[config.mk]
export PLATFORM = sky130hd
export DESIGN_NAME = sixteen_bit_match_timer
export DESIGN_NICKNAME = d
export VERILOG_FILES = /design/src/sixteen_bit_match_timer.v /design/src/event_edge_detect.v /design/src/count_prescaler.v
export VERILOG_INCLUDE_DIRS = /design/src
export SDC_FILE = /design/constraint.sdc
export NUM_CORES = 1
export LEC_CHECK = 0
export BUFFER_PORTS_ARGS = -buffer_cell sky130_fd_sc_hd__buf_2
export CAP_MARGIN = 20
export CORE_MARGIN = 5
export CORE_UTILIZATION = 50
export CTS_CLUSTER_SIZE = 16
export DETAILED_ROUTE_END_ITERATION = 12
export GPL_TIMING_DRIVEN = 0
export PLACE_DENSITY = 0.76
export SYNTH_ARGS = -nofsm -noshare
export SYNTH_HDL_FRONTEND = slang
export SYNTH_SLANG_ARGS = --single-unit
[constraint.sdc]
create_clock -name pclk -period 1.95 [get_ports pclk]
set_input_delay 0.195 -clock pclk [delete_from_list [all_inputs] [get_ports pclk]]
set_output_delay 0.195 -clock pclk [all_outputs]
set_load 0.01 [all_outputs]
[src/timer_consts.vh]
// Constants of the 16-bit match timer: offsets, fields, resets
// Assumes one APB slot of 8 address bits, one word per register
`ifndef TIMER_CONSTS_VH
`define TIMER_CONSTS_VH

// ----------------------------------------
// Register byte offsets
// ----------------------------------------
`define OFF_MODE      8'h00
`define OFF_COMPARE   8'h04
`define OFF_COUNT     8'h08
`define OFF_SEL_FIRST 8'h0c
`define OFF_SEL_SECND 8'h10
`define OFF_STATUS    8'h14
`define OFF_MODE_SET  8'h18
`define OFF_MODE_CLR  8'h1c

// ----------------------------------------
// Mode control fields
// ----------------------------------------
`define BIT_RUN       7
`define BIT_PWM       6
`define BIT_FF_SET    3
`define BIT_FF_CLR    2
`define BIT_INV_POL   1
`define BIT_OUT_EN    0

// ----------------------------------------
// Reset values
// ----------------------------------------
`define RST_MODE      8'h04
`define RST_COMPARE   16'h0000
`define RST_SEL       3'h0

// ----------------------------------------
// Count clock codes {second[0], first[2:0]}
// ----------------------------------------
`define CODE_EV_FALL  4'h0
`define CODE_EV_RISE  4'h1
`define CODE_DIV4     4'h2
`define CODE_DIV8     4'h3
`define CODE_DIV16    4'h4
`define CODE_DIV32    4'h5
`define CODE_DIV64    4'h6
`define CODE_DIV128   4'h7
`define CODE_DIV256   4'ha
`define CODE_DIV512   4'hb
`define PRESC_W       9

`endif

[src/sixteen_bit_match_timer.v]
// 16-bit match timer: interval, event count, square wave, PWM
// Assumes an APB master on pclk and an asynchronous event pin
`timescale 1ns/100ps
`include "timer_consts.vh"
module sixteen_bit_match_timer
(
  input  wire        pclk,
  input  wire        presetn,
  input  wire        ce,
  input  wire        psel,
  input  wire        penable,
  input  wire        pwrite,
  input  wire [7:0]  paddr,
  input  wire [31:0] pwdata,
  output reg  [31:0] prdata,
  output reg         pready,
  output reg         pslverr,
  input  wire        event_input_pin,
  output reg         wave_output_pin,
  output reg         match_interrupt
);

  // ----------------------------------------
  // State
  // ----------------------------------------
  reg        count_run_bit_q;
  reg        pwm_mode_select_q;
  reg        invert_or_polarity_bit_q;
  reg        wave_output_enable_q;
  reg [15:0] compare_value_q;
  reg [15:0] count_value_q;
  reg [2:0]  clock_select_first_q;
  reg        clock_select_second_q;
  reg        out_ff_q;
  reg        pwm_active_q;

  wire       ev_rise;
  wire       ev_fall;
  wire       tick;

  // ----------------------------------------
  // Reset image of the mode register
  // ----------------------------------------
  // Hardware holds 04H; bits 3 and 2 never read back, so software sees 00H
  localparam [7:0] MODE_RST = `RST_MODE;
  localparam [0:0] RUN_RST  = MODE_RST[`BIT_RUN];
  localparam [0:0] PWM_RST  = MODE_RST[`BIT_PWM];
  localparam [0:0] INV_RST  = MODE_RST[`BIT_INV_POL];
  localparam [0:0] OE_RST   = MODE_RST[`BIT_OUT_EN];
  localparam [0:0] FF_RST   = MODE_RST[`BIT_FF_SET] & ~MODE_RST[`BIT_FF_CLR];

  // ----------------------------------------
  // APB decode
  // ----------------------------------------
  // Two-cycle access: pready comes one edge after penable
  wire acc_first = psel & penable & ~pready;
  wire acc_done  = psel & penable & pready;
  wire do_wr     = acc_done & pwrite;

  wire hit_mode  = (paddr == `OFF_MODE);
  wire hit_cmp   = (paddr == `OFF_COMPARE);
  wire hit_cnt   = (paddr == `OFF_COUNT);
  wire hit_sel1  = (paddr == `OFF_SEL_FIRST);
  wire hit_sel2  = (paddr == `OFF_SEL_SECND);
  wire hit_stat  = (paddr == `OFF_STATUS);
  wire hit_set   = (paddr == `OFF_MODE_SET);
  wire hit_clr   = (paddr == `OFF_MODE_CLR);
  wire mapped    = hit_mode | hit_cmp | hit_cnt | hit_sel1 |
                   hit_sel2 | hit_stat | hit_set | hit_clr;

  wire wr_mode   = do_wr & hit_mode;
  wire wr_set    = do_wr & hit_set;
  wire wr_clr    = do_wr & hit_clr;

  // ----------------------------------------
  // Mode control next value
  // ----------------------------------------
  reg [7:0] mode_now;
  reg [7:0] mode_d;
  reg [1:0] ff_cmd;

  always @*
  begin
    mode_now = 8'h00;
    mode_now[`BIT_RUN]     = count_run_bit_q;
    mode_now[`BIT_PWM]     = pwm_mode_select_q;
    mode_now[`BIT_INV_POL] = invert_or_polarity_bit_q;
    mode_now[`BIT_OUT_EN]  = wave_output_enable_q;
    mode_d = mode_now;
    ff_cmd = 2'b00;
    if (wr_mode)
    begin
      mode_d = pwdata[7:0];
      ff_cmd = pwdata[`BIT_FF_SET:`BIT_FF_CLR];
    end
    else if (wr_set)
    begin
      mode_d = mode_now | pwdata[7:0];
      ff_cmd = pwdata[`BIT_FF_SET:`BIT_FF_CLR];
    end
    else if (wr_clr)
    begin
      mode_d = mode_now & ~pwdata[7:0];
    end
  end

  // ----------------------------------------
  // Register writes
  // ----------------------------------------
  always @(posedge pclk or negedge presetn)
  begin
    if (!presetn)
    begin
      count_run_bit_q          <= RUN_RST;
      pwm_mode_select_q        <= PWM_RST;
      invert_or_polarity_bit_q <= INV_RST;
      wave_output_enable_q     <= OE_RST;
      compare_value_q          <= `RST_COMPARE;
      clock_select_first_q     <= `RST_SEL;
      clock_select_second_q    <= 1'b0;
    end
    else if (ce)
    begin
      count_run_bit_q          <= mode_d[`BIT_RUN];
      pwm_mode_select_q        <= mode_d[`BIT_PWM];
      invert_or_polarity_bit_q <= mode_d[`BIT_INV_POL];
      wave_output_enable_q     <= mode_d[`BIT_OUT_EN];
      if (do_wr & hit_cmp)
        compare_value_q <= pwdata[15:0];
      if (do_wr & hit_sel1)
        clock_select_first_q <= pwdata[2:0];
      if (do_wr & hit_sel2)
        clock_select_second_q <= pwdata[0];
    end
  end

  // ----------------------------------------
  // Count clock
  // ----------------------------------------
  event_edge_detect u_edge
  (
    .pclk    (pclk),
    .presetn (presetn),
    .ce      (ce),
    .pin     (event_input_pin),
    .rise    (ev_rise),
    .fall    (ev_fall)
  );

  count_prescaler u_presc
  (
    .pclk    (pclk),
    .presetn (presetn),
    .ce      (ce),
    .run     (count_run_bit_q),
    .code    ({clock_select_second_q, clock_select_first_q}),
    .ev_rise (ev_rise),
    .ev_fall (ev_fall),
    .tick    (tick)
  );

  // ----------------------------------------
  // Counter and match
  // ----------------------------------------
  wire at_compare = (count_value_q == compare_value_q);
  wire at_max     = (count_value_q == 16'hffff);
  // Divided clock restarts with run, but an event edge lands anywhere: first match may lag
  wire match_hit  = count_run_bit_q & tick & at_compare;
  wire overflow   = count_run_bit_q & tick & pwm_mode_select_q & at_max;

  always @(posedge pclk or negedge presetn)
  begin
    if (!presetn)
      count_value_q <= 16'h0000;
    else if (ce)
    begin
      if (!count_run_bit_q)
        count_value_q <= 16'h0000;
      else if (tick)
      begin
        if (!pwm_mode_select_q && at_compare)
          count_value_q <= 16'h0000;
        else
          count_value_q <= count_value_q + 16'h0001;
      end
    end
  end

  // ----------------------------------------
  // Output flip-flop
  // ----------------------------------------
  always @(posedge pclk or negedge presetn)
  begin
    if (!presetn)
      out_ff_q <= FF_RST;
    else if (ce)
    begin
      // Software command beats a toggle landing in the same cycle
      case (ff_cmd)
        2'b01:   out_ff_q <= 1'b0;
        2'b10:   out_ff_q <= 1'b1;
        2'b00:
        begin
          if (match_hit && !pwm_mode_select_q &&
              invert_or_polarity_bit_q)
            out_ff_q <= ~out_ff_q;
        end
        default: out_ff_q <= out_ff_q;
      endcase
    end
  end

  // ----------------------------------------
  // PWM level
  // ----------------------------------------
  // Compare at ffff leaves the level active all period
  always @(posedge pclk or negedge presetn)
  begin
    if (!presetn)
      pwm_active_q <= 1'b0;
    else if (ce)
    begin
      if (!count_run_bit_q || !pwm_mode_select_q)
        pwm_active_q <= 1'b0;
      else if (overflow)
        pwm_active_q <= 1'b1;
      else if (match_hit)
        pwm_active_q <= 1'b0;
    end
  end

  // ----------------------------------------
  // Pin and interrupt
  // ----------------------------------------
  reg pin_d;

  always @*
  begin
    pin_d = 1'b0;
    if (wave_output_enable_q)
    begin
      if (pwm_mode_select_q)
        pin_d = pwm_active_q ^ invert_or_polarity_bit_q;
      else
        pin_d = out_ff_q;
    end
  end

  always @(posedge pclk or negedge presetn)
  begin
    if (!presetn)
    begin
      wave_output_pin <= 1'b0;
      match_interrupt <= 1'b0;
    end
    else if (ce)
    begin
      wave_output_pin <= pin_d;
      match_interrupt <= match_hit;
    end
    else
      match_interrupt <= 1'b0;
  end

  // ----------------------------------------
  // Read mux
  // ----------------------------------------
  reg [31:0] rd_d;

  always @*
  begin
    rd_d = 32'h0000_0000;
    if (hit_mode)
      rd_d[7:0] = mode_now;
    else if (hit_cmp)
      rd_d[15:0] = compare_value_q;
    else if (hit_cnt)
      rd_d[15:0] = count_value_q;
    else if (hit_sel1)
      rd_d[2:0] = clock_select_first_q;
    else if (hit_sel2)
      rd_d[0] = clock_select_second_q;
    else if (hit_stat)
      rd_d[1:0] = {pwm_active_q, out_ff_q};
  end

  // ----------------------------------------
  // APB answer
  // ----------------------------------------
  always @(posedge pclk or negedge presetn)
  begin
    if (!presetn)
    begin
      pready  <= 1'b0;
      pslverr <= 1'b0;
      prdata  <= 32'h0000_0000;
    end
    else if (ce)
    begin
      pready  <= acc_first;
      pslverr <= acc_first & ~mapped;
      if (acc_first && !pwrite)
        prdata <= rd_d;
    end
  end

endmodule // sixteen_bit_match_timer

[src/event_edge_detect.v]
// Event input pin synchroniser and edge detector
// Assumes the pin is asynchronous to pclk
`timescale 1ns/100ps
module event_edge_detect
(
  input  wire pclk,
  input  wire presetn,
  input  wire ce,
  input  wire pin,
  output wire rise,
  output wire fall
);
  reg sync1_q;
  reg sync2_q;
  reg last_q;

  always @(posedge pclk or negedge presetn)
  begin
    if (!presetn)
    begin
      sync1_q <= 1'b0;
      sync2_q <= 1'b0;
      last_q  <= 1'b0;
    end
    else if (ce)
    begin
      sync1_q <= pin;
      sync2_q <= sync1_q;
      last_q  <= sync2_q;
    end
  end

  assign rise = ce & sync2_q & ~last_q;
  assign fall = ce & ~sync2_q & last_q;
endmodule // event_edge_detect

[src/count_prescaler.v]
// Prescaler producing the count pulse from pclk or the event pin
// Assumes edge pulses are already synchronous to pclk
`timescale 1ns/100ps
`include "timer_consts.vh"
module count_prescaler
(
  input  wire       pclk,
  input  wire       presetn,
  input  wire       ce,
  input  wire       run,
  input  wire [3:0] code,
  input  wire       ev_rise,
  input  wire       ev_fall,
  output wire       tick
);
  reg [`PRESC_W-1:0] presc_q;

  // Prohibited codes give an all-zero mask and no pulse
  function [`PRESC_W:0] div_mask;
    input [3:0] c;
    begin
      case (c)
        `CODE_DIV4:   div_mask = 10'h203;
        `CODE_DIV8:   div_mask = 10'h207;
        `CODE_DIV16:  div_mask = 10'h20f;
        `CODE_DIV32:  div_mask = 10'h21f;
        `CODE_DIV64:  div_mask = 10'h23f;
        `CODE_DIV128: div_mask = 10'h27f;
        `CODE_DIV256: div_mask = 10'h2ff;
        `CODE_DIV512: div_mask = 10'h3ff;
        default:      div_mask = 10'h000;
      endcase
    end
  endfunction

  wire [`PRESC_W:0] mask = div_mask(code);

  // Prescaler held at zero while halted
  always @(posedge pclk or negedge presetn)
  begin
    if (!presetn)
      presc_q <= {`PRESC_W{1'b0}};
    else if (ce)
    begin
      if (!run)
        presc_q <= {`PRESC_W{1'b0}};
      else
        presc_q <= presc_q + 1'b1;
    end
  end

  assign tick = run & ce & ((code == `CODE_EV_FALL) ? ev_fall :
                (code == `CODE_EV_RISE) ? ev_rise :
                (mask[`PRESC_W] &
                 ((presc_q & mask[`PRESC_W-1:0]) == mask[`PRESC_W-1:0])));
endmodule // count_prescaler

==> impl_metrics.ini <==
[timing]
fmax_mhz = 480
finClkSkew_ns = 0.00955
worst_pin_slew_ns = 0.741
slew_violations = 0
rsz0062_at_grt = yes
hold_violations = 0
layout_setup_ws_ns = -0.135
setup_viol = 17
post-route-period-util_pct = 107
post-route-min-period_ns = 2.09
timing.hold.ws_ns = 0.0760
slew_headroom_pct = 50.6

[worst_setup_path]
worstPathCellList = xor2_2, nor4_2, nand4_1, buf_6, o21ai_4, buf_4, nor4_1, o21bai_1
r2r_end = count_value_q[4]
reg2reg_depth = 8
critPathMaxFanout = 6
required_ns = 2.18
cp_slowest_stage_delay_ns = 0.48
r2r_setup_slack_ns = -0.14
critPathTopFamily = simple AND/OR/NAND/NOR gates
crit_path_top_delay_cell = dfrtp_2
critPathBufInv = 2
end_kind = flip-flop
setup.worst_path.start_class = flip-flop
crit_type = flip-flop to flip-flop
arrival_ns = 2.32
reg2reg_from = count_value_q[2]

[placement]
pre_cts_ws_ns = -0.299
place_area_sq_um = 4690
hpwl_um = 7780
place_congestion = 0.887
port_buffers = 48

[logic_synthesis]
synthSimpleGateAreaFrac_pct = 16.5
ys_ff_latch = 74
yosys.area_share.adder_pct = 1.18
ys_types = 65
postSynthCellCount = 443
synthMuxAreaShare_pct = 7.84
netlist_top_cells_count = 74 x dfrtp_1, 34 x nor2_1, 33 x inv_1
netlist.area_leader.share_pct = 43.8
synth_compound_area_share_pct = 18.6
syn_area_per_cell_sq_um = 9.54
synth_area_sq_um = 4230
synthArstFlopShare_pct = 100
synth-xor-area-share_pct = 3.52
synth_top_family_by_area = compound AO/OA/AOI/OAI gates
synth-seq-area-share_pct = 43.8
synth_flop_cell = dfrtp_1
synth_most_common_cell = dfrtp_1
synth_edf_count = 0
synth_area_leaders = dfrtp_1 44%, mux2_4 4.3%, o21ai_0 3.7%
synth-warning-count = 0
synth_area_leader_cell = dfrtp_1

[die]
dieWidth_um = 102
boundaryPins = 83
start_util_pct = 51.5
fp.dieArea_sq_um = 10400
num_rows = 33
core_area_sq_um = 8220
die_height_um = 102

[outcome]
status = complete, but fails checks
violations = setup timing

[power_and_ir_drop]
ir_drop_mv = 0.424
cellLeakagePower_nw = 2.45
p_int_mw = 2.73
power_frac_clock_pct = 41.4
p_sw_mw = 0.860
swShare_pct = 24.0
power_mw = 3.59
seq_power_share_pct = 46.7
power_frac_comb_pct = 11.9
p_per_area_nw_per_um2 = 691

[routing]
firstDrtPassIters = 5
drt-initial-drc-count = 194
ant_nets = 0
vias = 3679
post-route-drc-count = 0
avgViaCountPerCell = 5.76
routed_wl_um = 11000
wire_per_inst_um = 17.2

[layout]
drive_above_1_share_pct = 30.5
final_util_pct = 63.2
finalNetCount = 580
antenna_cells = 0
postLayoutCellArea_sq_um = 5190
area_delta_synth_final_pct = 22.8
nFillCells = 668

[cts]
cts_tree = yes
clk_pin_slew_ns = 0.08
cts_buffer_depth = 2
root_buffer = clkbuf_8
cts-htree-levels = 3
clock_sinks = 74
clock_latency_ns = 0.35
cts_buffers = 9

[job]
drv_cap = 0

[min_path]
hp-start = event_input_pin
min_path_type = input pin to flip-flop
min_to = u_edge.sync1_q
hold_depth = 2

[global_routing]
grt_use_total_pct = 21.5
antenna_found_initial = 0
grt_pass1_wl_um = 17600
grt_pass1_vias = 3603
grt_start_max_net_pins = 49
grt-ovfl-total = 0
==> logic make-up after synthesis <==
| logic type | count (synthesis) |
|---|---|
| and+or+nand+nor | 132 |
| AOI/OAI and AO/OA | 118 |
| DFF | 74 |
| buffers and inverters | 71 |
| muxes | 26 |
| xor gates and xnor gates | 17 |
| adders and majority gates | 4 |
| other | 1 |
==> state kept, by name, summed over array words and instances, names as in the netlist, named ones only <==
register / flops
u_presc.presc_q: 9
prdata: 16
count_value_q: 16
out_ff_q: 1
u_edge.last_q: 1
wave_output_pin: 1
match_interrupt: 1
u_edge.sync1_q: 1
pready: 1
compare_value_q: 16
u_edge.sync2_q: 1
clock_select_first_q: 3
pwm_active_q: 1
pslverr: 1
clock_select_second_q: 1
==> worst max path at each step <==
stage | depth (start not counted) | startpoint | to | slack [ns]
6_report | 8 | count_value_q[2] | count_value_q[4] | -0.14
5_1_grt | 8 | count_value_q[2] | count_value_q[4] | -0.17
4_1_cts | 7 | clock_select_first_q[0] | count_value_q[4] | 0.0008
3_5_place_dp | 11 | paddr[0] | out_ff_q | -0.30
3_3_place_gp | 6 | count_value_q[13] | count_value_q[0] | -0.24
2_1_floorplan | 9 | paddr[4] | out_ff_q | 0.04
==> placed cells by master (no fill, tap or decap), types with 8 or more instances in the layout <==
cell and n:
nor2b_1 8, nand2_1 26, mux2_2 9, conb_1 16
clkbuf_1 11, buf_4 28, clkbuf_8 11, mux2_4 12
xor2_1 15, o21ai_0 29, nor2_1 33, a21oi_1 26
dfrtp_2 9, inv_1 32, a22oi_1 12, nand3_1 9
buf_2 50, dfrtp_1 65, nor3_1 8
==> power groups by stage <==
stage          combinational, mW  sequential (mW)  clock, mW
2_1_floorplan              0.178             1.74          0
3_3_place_gp               0.395             1.70          0
3_5_place_dp               0.411             1.70          0
4_1_cts                    0.422             1.67       1.51
5_1_grt                    0.470             1.69       1.58
6_report                   0.426             1.67       1.49
==> per-stage QoR <==
| stage | std cells | setup TNS (ns) |
|---|---|---|
| after floorplan | 458 | 0 |
| after global placement | 611 | -3.32 |
| after detailed placement | 612 | -6.15 |
| after CTS | 638 | 0 |
| after global routing | 639 | -2.17 |
| final | 639 | -1.29 |
==> layout make-up <==
type / count / area, sq um / area share [%]
multi-input cells: 314 / 2220 / 42.8
flip-flops and latches: 74 / 1860 / 35.9
repair buffers: 61 / 370 / 7.13
plain buffers: 36 / 229 / 4.41
clock buffers: 12 / 155 / 2.99
well taps: 105 / 131 / 2.53
inverters: 33 / 124 / 2.39
clock inverters: 4 / 97.6 / 1.88
==> layer usage <==
metal	share of wire (%)	GRT usage [%]	vias to the layer above
met5	0	0	-
met4	1.7	5.85	0
met3	6.4	4.10	19
met2	50	37.3	136
met1	42	27.5	1796
li1	-	-	1728
==> timing repair <==
item / CTS / global route
endpoints found under the setup margin: 19 / 34
pin swaps: 6 / 3
setup buffers: 8 / 2
resized for setup: 17 / 21
endpoints found under the hold margin: 26 / 0
gates cloned: 1 / 1
hold buffers: 1 / 0
No activity file was read; power rests on OpenSTA's default activity.
